`src/irq_cfg.svh`:
```
// Constants of the radio core interrupt status and acknowledge block.
// Assumes a 32-bit software port with byte offsets as printed.
`ifndef IRQ_CFG_SVH
`define IRQ_CFG_SVH

// ==========================================================================
// Register offsets
`define IRQ_ADDR_W 32
`define IRQ_OFS_ENABLE 32'h4000000c
`define IRQ_OFS_MASKED 32'h40000010
`define IRQ_OFS_RAW 32'h40000014
`define IRQ_OFS_ACK 32'h40000018
`define IRQ_OFS_CONFIG 32'h40000008

// ==========================================================================
// Field layout and reset values
`define IRQ_NSRC 9
`define IRQ_BIT_TICK 0
`define IRQ_BIT_RX 1
`define IRQ_BIT_SLEEP 2
`define IRQ_BIT_EVENT 3
`define IRQ_BIT_CIPHER 4
`define IRQ_BIT_ERROR 5
`define IRQ_BIT_GROSS 6
`define IRQ_BIT_FINE 7
`define IRQ_BIT_RADIO 8
`define IRQ_ENABLE_RST 9'h01f
`define IRQ_FLAGS_RST 9'h000
`define IRQ_CONFIG_LEVEL_BIT 4
`define IRQ_LEVEL_STYLE_RST 1'h1

`endif

```
`src/irq_pkg.sv`:
```
// Types of the radio core interrupt block.
// Assumes irq_cfg.svh is on the include path.
`include "irq_cfg.svh"

package irq_pkg;

  // ========================================================================
  // Carriers
  typedef logic [`IRQ_NSRC-1:0] src_vec_t;

  typedef struct packed {
    logic [`IRQ_ADDR_W-1:0] addr;
    logic [31:0] wdata;
    logic wr;
    logic rd;
  } bus_req_t;

endpackage : irq_pkg

```
`src/irq_flag_bank.sv`:
```
// Sticky pending flags: set by source pulses, cleared by write-one masks.
// Assumes set and clear vectors are synchronous to sys_clk.
`timescale 1ns/1ps
`include "irq_cfg.svh"

module irq_flag_bank #(
  parameter int NSRC = `IRQ_NSRC
) (
  input wire logic sys_clk,
  input wire logic resetn,
  input wire logic [NSRC-1:0] set_pulse,
  input wire logic [NSRC-1:0] clear_mask,
  output logic [NSRC-1:0] flags
);

  // ========================================================================
  // State
  typedef struct packed {
    logic [NSRC-1:0] flags;
  } bank_state_t;

  bank_state_t s_q;
  bank_state_t s_d;

  initial begin
    if (NSRC < 1) begin
      $error("irq_flag_bank needs at least one source.");
    end
  end

  // A set in the same cycle as its clear wins, so no event is lost.
  always_comb begin
    s_d = s_q;
    s_d.flags = (s_q.flags & ~clear_mask) | set_pulse;
  end

  always_ff @(posedge sys_clk) begin
    if (!resetn) begin
      s_q.flags <= '0;
    end else begin
      s_q <= s_d;
    end
  end

  assign flags = s_q.flags;

endmodule : irq_flag_bank

```
`src/irq_read_mux.sv`:
```
// Read data selection of the interrupt block register map.
// Assumes the caller registers the result for the one-cycle read latency.
`timescale 1ns/1ps
`include "irq_cfg.svh"

module irq_read_mux (
  input wire logic [`IRQ_ADDR_W-1:0] addr,
  input wire logic [`IRQ_NSRC-1:0] enable,
  input wire logic [`IRQ_NSRC-1:0] raw,
  input wire logic level_style,
  output logic [31:0] rdata
);

  // Reserved bits, the acknowledge register and unmapped offsets read 0.
  always_comb begin
    rdata = 32'h00000000;
    case (addr)
      `IRQ_OFS_ENABLE: begin
        rdata[`IRQ_NSRC-1:0] = enable;
      end
      `IRQ_OFS_MASKED: begin
        rdata[`IRQ_NSRC-1:0] = raw & enable;
      end
      `IRQ_OFS_RAW: begin
        rdata[`IRQ_NSRC-1:0] = raw;
      end
      `IRQ_OFS_CONFIG: begin
        rdata[`IRQ_CONFIG_LEVEL_BIT] = level_style;
      end
      default: begin
        rdata = 32'h00000000;
      end
    endcase
  end

endmodule : irq_read_mux

```
`src/radio_core_irq_status_ack.sv`:
```
// Interrupt status, masking and acknowledge logic of a radio link core.
// Assumes event inputs are one-cycle pulses synchronous to sys_clk.
//
// What this block does
// - Enable bit 0 gates the base-time tick interrupt; resets to 1.
// - Raw status shows unmasked pending flags, sources at bits 8..0.
// - Masked status shows pending flags only where enabled.
// - Status views are read-only and read 0 after reset.
// - End-of-event flag at bit 3 sets when an event completes.
// - Acknowledge bit 5 clears the error flag.
// - Acknowledge bit 1 clears the reception flag.
// - Acknowledge bit 0 clears the base-time tick flag.
// - Acknowledge bit 4 clears the cipher flag.
// - Acknowledge bit 2 clears the end-of-sleep flag.
// - Acknowledge bits 8, 7, 6 clear radio, fine and gross timer flags.
// - Acknowledge register is write-only and reads 0.
// - Enable bits 8..1 gate the other eight sources.
// - Interrupt output is level, held until acknowledged; style bit is 1.
`timescale 1ns/1ps
`include "irq_cfg.svh"

module radio_core_irq_status_ack #(
  parameter int NSRC = `IRQ_NSRC
) (
  input wire logic sys_clk,
  input wire logic resetn,
  input wire logic [`IRQ_ADDR_W-1:0] reg_addr,
  input wire logic [31:0] reg_wdata,
  input wire logic reg_wr,
  input wire logic reg_rd,
  input wire logic tick_event,
  input wire logic receive_event,
  input wire logic sleep_end_event,
  input wire logic event_end_event,
  input wire logic cipher_event,
  input wire logic error_event,
  input wire logic gross_target_event,
  input wire logic fine_target_event,
  input wire logic radio_ctrl_event,
  output logic [31:0] reg_rdata,
  output logic [NSRC-1:0] irq_lines,
  output logic irq
);

  // ========================================================================
  // Elaboration check
  initial begin
    if (NSRC != `IRQ_NSRC) begin
      $error("radio_core_irq_status_ack serves exactly nine sources.");
    end
  end

  // ========================================================================
  // State
  typedef struct packed {
    logic [NSRC-1:0] enable;
    logic [31:0] rdata;
    logic [NSRC-1:0] lines;
    logic irq;
  } top_state_t;

  top_state_t s_q;
  top_state_t s_d;
  irq_pkg::bus_req_t req;
  irq_pkg::src_vec_t set_vec;
  irq_pkg::src_vec_t clear_vec;
  irq_pkg::src_vec_t raw;
  irq_pkg::src_vec_t masked;
  logic [31:0] mux_rdata;

  // Decode of one register offset, used for every write target.
  function automatic logic hit(input logic [`IRQ_ADDR_W-1:0] a,
                               input logic [`IRQ_ADDR_W-1:0] ofs);
    hit = (a == ofs);
  endfunction : hit

  assign req.addr = reg_addr;
  assign req.wdata = reg_wdata;
  assign req.wr = reg_wr;
  assign req.rd = reg_rd;

  // ========================================================================
  // Source event vector, ordered by status bit position.
  always_comb begin
    set_vec = '0;
    set_vec[`IRQ_BIT_TICK] = tick_event;
    set_vec[`IRQ_BIT_RX] = receive_event;
    set_vec[`IRQ_BIT_SLEEP] = sleep_end_event;
    set_vec[`IRQ_BIT_EVENT] = event_end_event;
    set_vec[`IRQ_BIT_CIPHER] = cipher_event;
    set_vec[`IRQ_BIT_ERROR] = error_event;
    set_vec[`IRQ_BIT_GROSS] = gross_target_event;
    set_vec[`IRQ_BIT_FINE] = fine_target_event;
    set_vec[`IRQ_BIT_RADIO] = radio_ctrl_event;
  end

  // ========================================================================
  // Acknowledge decode. Each bit clears its own source only, so a 0 bit
  // leaves the matching flag alone and several may be cleared at once.
  always_comb begin
    clear_vec = '0;
    if (req.wr && hit(req.addr, `IRQ_OFS_ACK)) begin
      clear_vec[`IRQ_BIT_TICK] = req.wdata[`IRQ_BIT_TICK];
      clear_vec[`IRQ_BIT_RX] = req.wdata[`IRQ_BIT_RX];
      clear_vec[`IRQ_BIT_SLEEP] = req.wdata[`IRQ_BIT_SLEEP];
      clear_vec[`IRQ_BIT_EVENT] = req.wdata[`IRQ_BIT_EVENT];
      clear_vec[`IRQ_BIT_CIPHER] = req.wdata[`IRQ_BIT_CIPHER];
      clear_vec[`IRQ_BIT_ERROR] = req.wdata[`IRQ_BIT_ERROR];
      clear_vec[`IRQ_BIT_GROSS] = req.wdata[`IRQ_BIT_GROSS];
      clear_vec[`IRQ_BIT_FINE] = req.wdata[`IRQ_BIT_FINE];
      clear_vec[`IRQ_BIT_RADIO] = req.wdata[`IRQ_BIT_RADIO];
    end
  end

  // ========================================================================
  // Sticky raw flags; they reset to zero and software cannot write them.
  // flags reset zero
  irq_flag_bank #(
    .NSRC(NSRC)
  ) u_flags (
    .sys_clk(sys_clk),
    .resetn(resetn),
    .set_pulse(set_vec),
    .clear_mask(clear_vec),
    .flags(raw)
  );

  assign masked = raw & s_q.enable;

  irq_read_mux u_rmux (
    .addr(req.addr),
    .enable(s_q.enable),
    .raw(raw),
    .level_style(`IRQ_LEVEL_STYLE_RST),
    .rdata(mux_rdata)
  );

  // ========================================================================
  // Next state: enable register, read data and interrupt outputs.
  always_comb begin
    s_d = s_q;
    if (req.wr && hit(req.addr, `IRQ_OFS_ENABLE)) begin
      s_d.enable = req.wdata[NSRC-1:0];
    end
    // Read data stand only in the cycle after the strobe.
    s_d.rdata = req.rd ? mux_rdata : 32'h00000000;
    s_d.lines = masked;
    s_d.irq = |masked;
  end

  // The outputs lag the flags by one cycle so every port is a flip-flop.
  always_ff @(posedge sys_clk) begin
    if (!resetn) begin
      s_q.enable <= `IRQ_ENABLE_RST;
      s_q.rdata <= 32'h00000000;
      s_q.lines <= `IRQ_FLAGS_RST;
      s_q.irq <= 1'h0;
    end else begin
      s_q <= s_d;
    end
  end

  assign reg_rdata = s_q.rdata;
  assign irq_lines = s_q.lines;
  assign irq = s_q.irq;

endmodule : radio_core_irq_status_ack

```
`config.mk`:
```
export PLATFORM = sky130hd
export DESIGN_NAME = radio_core_irq_status_ack
export DESIGN_NICKNAME = d
export VERILOG_FILES = /design/src/irq_pkg.sv /design/src/irq_flag_bank.sv /design/src/irq_read_mux.sv /design/src/radio_core_irq_status_ack.sv
export VERILOG_INCLUDE_DIRS = /design/src
export SDC_FILE = /design/constraint.sdc
export NUM_CORES = 1
export LEC_CHECK = 0
export ABC_CLOCK_PERIOD_IN_PS = 1700
export BUFFER_PORTS_ARGS = -buffer_cell sky130_fd_sc_hd__buf_4
export CORE_MARGIN = 4
export CORE_UTILIZATION = 45
export CTS_CLUSTER_DIAMETER = 200
export CTS_CLUSTER_SIZE = 30
export DETAILED_ROUTE_END_ITERATION = 16
export PLACE_DENSITY = 0.74
export SLEW_MARGIN = 20
export SYNTH_ARGS = -nofsm -noshare
export SYNTH_HDL_FRONTEND = slang
export SYNTH_HIERARCHICAL = 1
export SYNTH_SLANG_ARGS = --single-unit
export TNS_END_PERCENT = 20
```
`constraint.sdc`:
```
create_clock -name sys_clk -period 1.7 [get_ports sys_clk]
set_input_delay 0.085 -clock sys_clk [delete_from_list [all_inputs] [get_ports sys_clk]]
set_output_delay 0.085 -clock sys_clk [all_outputs]
set_load 0.02 [all_outputs]
```
Yosys cells after proc, flatten, opt, wreduce, memory -nomap -nowiden
Cells that the tools add are included.

Register bits after elaboration: 60. Input bits: 77. Output and inout port bits: 42. Logic and storage cells: 23.

Multiplexer cells: 4. Bitwise gates (word level): 4. Eq/ne operators: 5. Reductions and logical operators: 4.

Operators by type and width (count): 32-bit by 31-bit equality test with 1-bit output, second input constant (5); 4-bit one-hot mux with 3 select lines (2); 9-bit AND (2); 9-bit two-way mux (1); 9-bit inverter (1); 9-bit OR (1); 9-bit OR reduction (1); 1-bit one-hot mux with 4 select lines (1); 1-bit logical AND (2); 2-bit AND reduction (1).

Logic depth before layout (Yosys ltp)
Gate-level depths: netlist (run 1).

Depth after elaboration: 6. Mapped depth: 6. Mapped depth without buffers: 6.

Hierarchy
The synthesis (run 1) kept the hierarchy.

Modules (own cells, without submodules): radio_core_irq_status_ack (instances 1, area each 2063.2 um^2, cells each 199, seq. area each 1021.0 um^2); irq_read_mux (instances 1, area each 521.8 um^2, cells each 66, seq. area each 0.0 um^2); irq_flag_bank (instances 1, area each 382.9 um^2, cells each 28, seq. area each 180.2 um^2).

Least setup slack after synthesis (run 1)
Ideal clock, no wire load.

Kind: input-to-reg. Start: input reg_addr[5]. End: register u_flags/flags[0] (netlist name). Data required time: 1.585 ns. Setup time: 0.115 ns. Arrival: 1.253 ns. Cell stages on the path: 6. Setup slack: 0.333 ns. Path buffers: 0. Path through: nor4_2 nand4_2 nor4_4 and2_1 nor2b_4 o21a_1.

Cells in the longest elaborated chain, start to end: 6.

RTL lines: start, declared (line radio_core_irq_status_ack.sv:27) `` input wire logic [`IRQ_ADDR_W-1:0] reg_addr, ``; 32-bit by 31-bit equality test with 1-bit output (line radio_core_irq_status_ack.sv:74) `hit = (a == ofs);`; 1-bit logical AND (line radio_core_irq_status_ack.sv:102) `` if (req.wr && hit(req.addr, `IRQ_OFS_ACK)) begin ``; 9-bit two-way mux (line radio_core_irq_status_ack.sv:102); net clear_vec[0] (line radio_core_irq_status_ack.sv:66) `irq_pkg::src_vec_t clear_vec;`; 9-bit inverter (line irq_flag_bank.sv:34) `s_d.flags = (s_q.flags & ~clear_mask) | set_pulse;`; 9-bit AND (line irq_flag_bank.sv:34); 9-bit OR (line irq_flag_bank.sv:34).

The timed path passes the listed nets, and every way through them passes these cells. A chain may end at the register's enable or synchronous reset.

Worst setup path after layout (run 1)
Start: input reg_addr[12]. End: register u_flags/flags[4] (netlist name).

Cells in the longest elaborated chain, start to end: 6.

RTL lines (line): 32-bit by 31-bit equality test with 1-bit output (radio_core_irq_status_ack.sv:74); 1-bit logical AND (radio_core_irq_status_ack.sv:102); 9-bit two-way mux (radio_core_irq_status_ack.sv:102); net clear_vec[4] (radio_core_irq_status_ack.sv:66); 9-bit inverter (irq_flag_bank.sv:34); 9-bit AND (irq_flag_bank.sv:34); 9-bit OR (irq_flag_bank.sv:34).

The timed path passes the listed nets, and every way through them passes these cells.

==> metrics.md, run 1 <==
| Metric | Value |
|---|---|
| LEAKAGE | `~1.7 nW` |
| Crit path max-delay family | `simple AND/OR/NAND/NOR gates` |
| P_sw | `approximately 760 µW` |
| Die area | `between 7000 and 8000 µm²` |
| WP depth | `8` |
| Largest net degree at the start of global routing | `39` |
| Area growth, synth to finish | `22.9%` |
| Largest family of logic cells by synthesized area | `simple AND/OR/NAND/NOR gates` |
| Io pins | `between 100 and 150` |
| Internal power | `2.37 mW` |
| Max Clock Skew | `between 0.002 and 0.003 ns` |
| Hold path start | `reg_wdata[1]` |
| Max Cap Violations | `0` |
| R2R Setup Slk | `just over 0.6 ns` |
| Dpl cells | `between 400 and 500` |
| Total GRT Usage | `14.9%` |
| Critical path buffers and inverters | `2` |
| Total gr overflow | `0` |
| Vias in the first global route | `2008` |
| Simple-gate share of the synthesized area | `28.3%` |
| Post-route design area | `3650 µm²` |
| Drt initial violations | `127` |
| Initial antenna violation count | `0` |
| DR vias | `between 2000 and 2500` |
| Combinational share of power | `between 10% and 20%` |
| RSZ-0062 raised after global routing | `no` |
| Mux cell area share after synthesis | `3.41%` |
| Total power | `around 3.1 mW` |
| Worst Setup End Kind | `flop` |
| Sequential fraction of the synthesis area | `40.5%` |
| Worst slew pin tran | `about 0.5 ns` |
| Die width | `around 89 µm` |
| Finished Layout Cells | `440` |
| HPWL Detailed | `4.47 mm` |
| Yosys cell types | `32` |
| Max Fclk | `roughly 0.78 GHz` |
| Peak VDD IR | `just under 0.5 mV` |
| CP arrival | `between 1.5 and 2 ns` |
| Worst Reg-to-Reg Cells | `4` |
| Max-slew violations | `0` |
| CP required | `roughly 1.9 ns` |
| Relative slew slack | `between 60 and 70%` |
| Ratio of cells with drive above 1 in the final layout | `between 30% and 40%` |
| Fin crit share | `between 70% and 80%` |
| Worst R2R End | `reg_rdata[4]` |
| Port-buffer cells | `between 90 and 100` |
| Core box area | `between 6000 and 7000 µm²` |
| Layout Nets | `roughly 440` |
| Synthesized-area fraction occupied by adder cells | `0%` |
| Crit path largest cell delay | `approximately 0.30 ns` |
| Final min period | `about 1.3 ns` |
| Final setup viols | `0` |
| Final Hold Fails | `0` |
| Outcome | `finished, final reports clean` |
| Clock power share | `between 40% and 50%` |
| Clk sinks | `60` |
| CTS buffer count | `9` |
| Crit-path cells | `buf_4 > nor4_4 > nand4_2 > nor4_4 > buf_4 > and2_1 > nor2b_4 > o21a_1` |
| Most frequent cells in the layout | `100 x buf_4, 60 x dfxtp_1, 41 x and3_1, 24 x conb_1` |
| Vias/cell | `roughly 4.8` |
| Synth warnings | `6` |
| Initial core utilization | `a little under half` |
| DRT antenna net count | `0` |
| CTS tree | `yes` |
| Die H | `89.2 µm` |
| Clock slew at reported path FFs | `approximately 0.070 ns` |
| Core Rows | `29` |
| Switching Share | `between 20% and 30%` |
| Placed Area | `between 3000 and 4000 µm²` |
| Cell area power density | `856 nW/µm²` |
| WL/cell | `approximately 13 µm` |
| HP Class | `input pin to flop` |
| Commonest non-fill, non-tap cell in the layout | `buf_4` |
| Mean area per synthesized cell | `around 10 µm²` |
| CTS root buffer | `clkbuf_8` |
| Flop pwr share | `between 40% and 50%` |
| Synth Area in XOR/XNOR | `0%` |
| Global-route wire length before repair | `between 9 and 10 mm` |
| Final wirelength | `between 5 and 6 mm` |
| Synth Area in Compound Gates | `8.77%` |
| Post-Syn Area | `slightly below 3000 µm²` |
| Critical path destination | `u_flags/flags[4]` |
| Router iterations before antenna repair | `4` |
| Critical Path Source | `reg_addr[12]` |
| Clk buf depth | `2` |
| CP max FO | `9` |
| Fin util | `a little under three fifths` |
| CP max-delay cell | `nor4_4` |
| Critical path class | `input pin to flop` |
| Drt drc | `0` |
| Gp weighted congestion | `roughly 0.79` |
| Clock Latency Late Sink | `~0.33 ns` |
| Crit path launch type | `input pin` |
| H-tree Lvls | `3` |
| RR Startpoint | `s_q[46]` |
| Number of synthesized register bits | `60` |
| Setup TNS | `0 ns` |
| Diode count | `0` |
| Post-Synthesis Cells | `293` |
==> stage by stage <==
stage	hold slack (ns)	setup WS [ns]
global route	0.00573	0.324
CTS	0.000818	0.410
finish	0.0226	0.414
global placement	0.296	0.0889
detailed placement	0.298	0.0541
floorplan	0.209	0.333
==> how the worst min path moves through the flow <==
stage	end	slack, ns	cells past startpoint
after floorplan	u_flags/flags[0]	0.21	1
after global placement	u_flags/flags[6]	0.30	2
after detailed placement	u_flags/flags[1]	0.30	2
after CTS	s_q[50]	0.0008	3
after global routing	s_q[50]	0.006	3
final	s_q[43]	0.02	3
==> state kept, by name (all words and copies together), names as in the netlist <==
register	cells
irq	1
irq_lines	9
reg_rdata	32
s_q	9
u_flags/flags	9
==> synthesized netlist by cell type (all sizes together) <==
cell / n / area share (%)
mux2i: 9 / 3.0
nand4: 11 / 2.7
o21a: 9 / 2.3
nor4: 10 / 3.3
a211oi: 9 / 2.4
mux2: 1 / 0.38
conb: 2 / 0.25
clkbuf: 10 / 1.3
buf: 68 / 17
dfxtp: 60 / 40
a222oi: 1 / 0.34
nor2b: 9 / 4.2
inv: 2 / 0.25
a22oi: 3 / 0.76
and3: 41 / 8.6
nor3: 2 / 0.72
a41oi: 1 / 0.30
nor2: 10 / 1.3
and2: 9 / 1.9
nand3: 1 / 0.17
nor4b: 7 / 4.2
o2111ai: 9 / 2.7
nand2: 9 / 1.1
==> cell type report <==
cell class                      count  area (µm²)
Clock buffer                       10         138
Clock inverter                      6        62.6
Fill cell                         573        2740
Inverter                            2        7.51
Multi-Input combinational cell    175        1290
Sequential cell                    60        1200
Tap cell                           77        96.3
Timing Repair Buffer              110         851
==> layer usage <==
| metal | vias to the layer above | wire length [µm] | track usage (%) |
|---|---|---|---|
| li1 | 1093 | - | - |
| met1 | 958 | 2460 | 18.0 |
| met2 | 51 | 2940 | 24.5 |
| met3 | 7 | 336 | 3.23 |
| met4 | 0 | 109 | 8.39 |
| met5 | - | 0 | 0 |
==> cell families (layout without fill, tap and decap cells) <==
logic type | Yosys count | after routing
AOI/OAI and AO/OA | 32 | 32
buffers and inverters | 80 | 128
DFF | 60 | 60
muxes | 10 | 10
other | 2 | 24
and+or+nand+nor | 109 | 109
==> timing repair <==
action	in CTS	in global routing
buffers inserted	0	0
resized for setup	0	0
hold buffers	10	0
hold endpoints to repair	10	0
==> worst reg2reg max path, cell delays in order, from the launching register on <==
cell,delay [ns]
dfxtp_1,0.38
mux2_2,0.18
nand3_1,0.09
a211oi_2,0.20
and3_1,0.17
==> power groups by stage <==
stage | Combinational [mW] | Sequential [mW] | Clock, mW
4_1_cts | 0.365 | 1.48 | 1.32
3_5_place_dp | 0.346 | 1.51 | 0
3_3_place_gp | 0.340 | 1.51 | 0
6_report | 0.364 | 1.48 | 1.28
5_1_grt | 0.395 | 1.48 | 1.38
2_1_floorplan | 0.236 | 1.50 | 0
Note: power is estimated with default switching activity, not from simulation.
==> inputs of run 2 (changes only) <==
- ABC_CLOCK_PERIOD_IN_PS: 1700 -> 1160
- PLACE_DENSITY: 0.74 -> 0.77
- clock period: 1.7 -> 1.16 ns (I/O delays scaled with it)
==> run 2 against run 1 <==
  * The run now ends with negative setup slack left
  * Hold slack better by 0.0097 ns
  * Clock-buffer cell count rose by 3
  * Critical path depth stayed put
  * Clock power grew 44%
  * Non-clock buffer count is 20 higher
  * Critical endpoint is now u_flags/flags[7]
  * Highest routed layer unchanged
==> metrics.md, run 2 (same netlist as run 1, synthesis figures left out) <==
| Metric | Value |
|---|---|
| Outcome | `complete, but fails checks` |
| Failing checks | `negative setup slack` |
| Worst Setup End Kind | `flop` |
| WL/cell | `approximately 14 µm` |
| Fin util | `between 60% and 70%` |
| Vias in the first global route | `about 2100` |
| Gp weighted congestion | `between 0.7 and 0.8` |
| H-tree Lvls | `3` |
| CTS tree | `yes` |
| Drt drc | `0` |
| Die area | `7960 µm²` |
| Final min period | `around 1.3 ns` |
| Commonest non-fill, non-tap cell in the layout | `buf_4` |
| Drt initial violations | `~140` |
| Clock slew at reported path FFs | `~0.070 ns` |
| Die width | `slightly below 90 µm` |
| Critical Path Source | `reg_addr[12]` |
| Final wirelength | `roughly 6.3 mm` |
| Most frequent cells in the layout | `104 x buf_4, 60 x dfxtp_1, 41 x and3_1, 24 x conb_1, 16 x dlygate4sd3_1` |
| LEAKAGE | `~1.8 nW` |
| Vias/cell | `between 4 and 5` |
| Worst R2R End | `reg_rdata[4]` |
| Worst Reg-to-Reg Cells | `4` |
| Port-buffer cells | `95` |
| RR Startpoint | `s_q[46]` |
| Peak VDD IR | `0.974 mV` |
| Router iterations before antenna repair | `4` |
| Max-slew violations | `0` |
| R2R Setup Slk | `roughly 0.08 ns` |
| Diode count | `0` |
| CTS root buffer | `clkbuf_8` |
| Core box area | `about 6400 µm²` |
| Clk sinks | `60` |
| DR vias | `2237` |
| CP max FO | `9` |
| Critical path destination | `u_flags/flags[7]` |
| Die H | `~90 µm` |
| Final worst slack | `-0.122 ns` |
| Wire length on met1 | `about 2.6 mm` |
| Hold Path Depth | `3` |
| Clock Latency Late Sink | `between 0.3 and 0.4 ns` |
| Routed wl met2 | `3.20 mm` |
| Layout Nets | `~460` |
| Max Fclk | `between 0.7 and 0.8 GHz` |
| Ratio of cells with drive above 1 in the final layout | `about two fifths` |
| Global-route wire length before repair | `about 9.6 mm` |
| Max reg flops | `32` |
| Initial core utilization | `between 40% and 50%` |
| HPWL Detailed | `4.88 mm` |
| CP arrival | `~1.5 ns` |
| Met3 Wirelength | `387 µm` |
| Critical path class | `input pin to flop` |
| Fin crit share | `111%` |
| Final setup viols | `12` |
| Max Clock Skew | `between 0.01 and 0.015 ns` |
| HP Class | `input pin to flop` |
| Crit path launch type | `input pin` |
| Clk buf depth | `2` |
| Final Hold Fails | `0` |
| CP required | `1.39 ns` |
| WHS | `between 0.03 and 0.04 ns` |
| Max Cap Violations | `0` |
| Io pins | `between 100 and 150` |
| Core Rows | `29` |
| Cell area power density | `~1200 nW/µm²` |
| Initial antenna violation count | `0` |
| RSZ-0062 raised after global routing | `yes` |
| CTS buffer count | `9` |
| DRT antenna net count | `0` |
| Area growth, synth to finish | `31.9%` |
| Total gr overflow | `0` |
| Total GRT Usage | `~16%` |
| Highest metal used | `met4` |
| Largest net degree at the start of global routing | `33` |
[run 2: metrics by stage]
stage               setup WS (ns)  cells  TNS (ns)  instance area [µm²]  power, mW
floorplan                  -0.169    315     -2.05                 3070       2.55
global placement           -0.424    428     -8.33                 3510       2.76
detailed placement         -0.520    428     -9.74                 3510       2.78
CTS                        -0.127    460     -1.04                 3870       4.65
global route               -0.159    460     -1.75                 3910       4.81
finish                     -0.122    460    -0.926                 3910       4.62
[run 2: what timing repair did]
action / CTS / global route
gates cloned: 0 / 0
hold endpoints to repair: 16 / 0
setup endpoints to repair: 18 / 21
gates resized for setup: 3 / 11
setup buffers: 0 / 0
hold buffers: 16 / 0
pin swaps: 1 / 1
[run 2: worst max-delay path, stage by stage]
cell	delay [ns]
buf_8	0.10
nor4_4	0.31
nand4_2	0.20
nor4_4	0.28
buf_6	0.18
and2_1	0.17
nor2b_4	0.04
o21a_1	0.16
[run 2: metal layers]
layer	up-vias	global-route usage, %
met5	-	0
met4	0	6.36
met3	8	5.07
met2	60	25.5
met1	1039	19.8
li1	1130	-
[run 2: how the worst min path moves through the flow]
| stage | from | endpoint |
|---|---|---|
| floorplan | tick_event | u_flags/flags[0] |
| global placement | gross_target_event | u_flags/flags[6] |
| detailed placement | receive_event | u_flags/flags[1] |
| CTS | reg_wdata[0] | s_q[42] |
| global route | reg_wdata[0] | s_q[42] |
| finish | reg_wdata[8] | s_q[50] |
[run 2: area by class of cell]
class,instances,area [µm²]
Fill cell,530,2470
Clock inverter,3,46.3
Multi-Input combinational cell,175,1330
Timing Repair Buffer,130,1080
Sequential cell,60,1200
Clock buffer,13,149
Tap cell,77,96.3
Inverter,2,7.51
[run 2: report_power, final]
part           internal (mW)  switching (mW)  total, mW
Sequential              2.13          0.0332       2.16
Combinational          0.356           0.270      0.626
Clock                   1.06           0.780       1.84
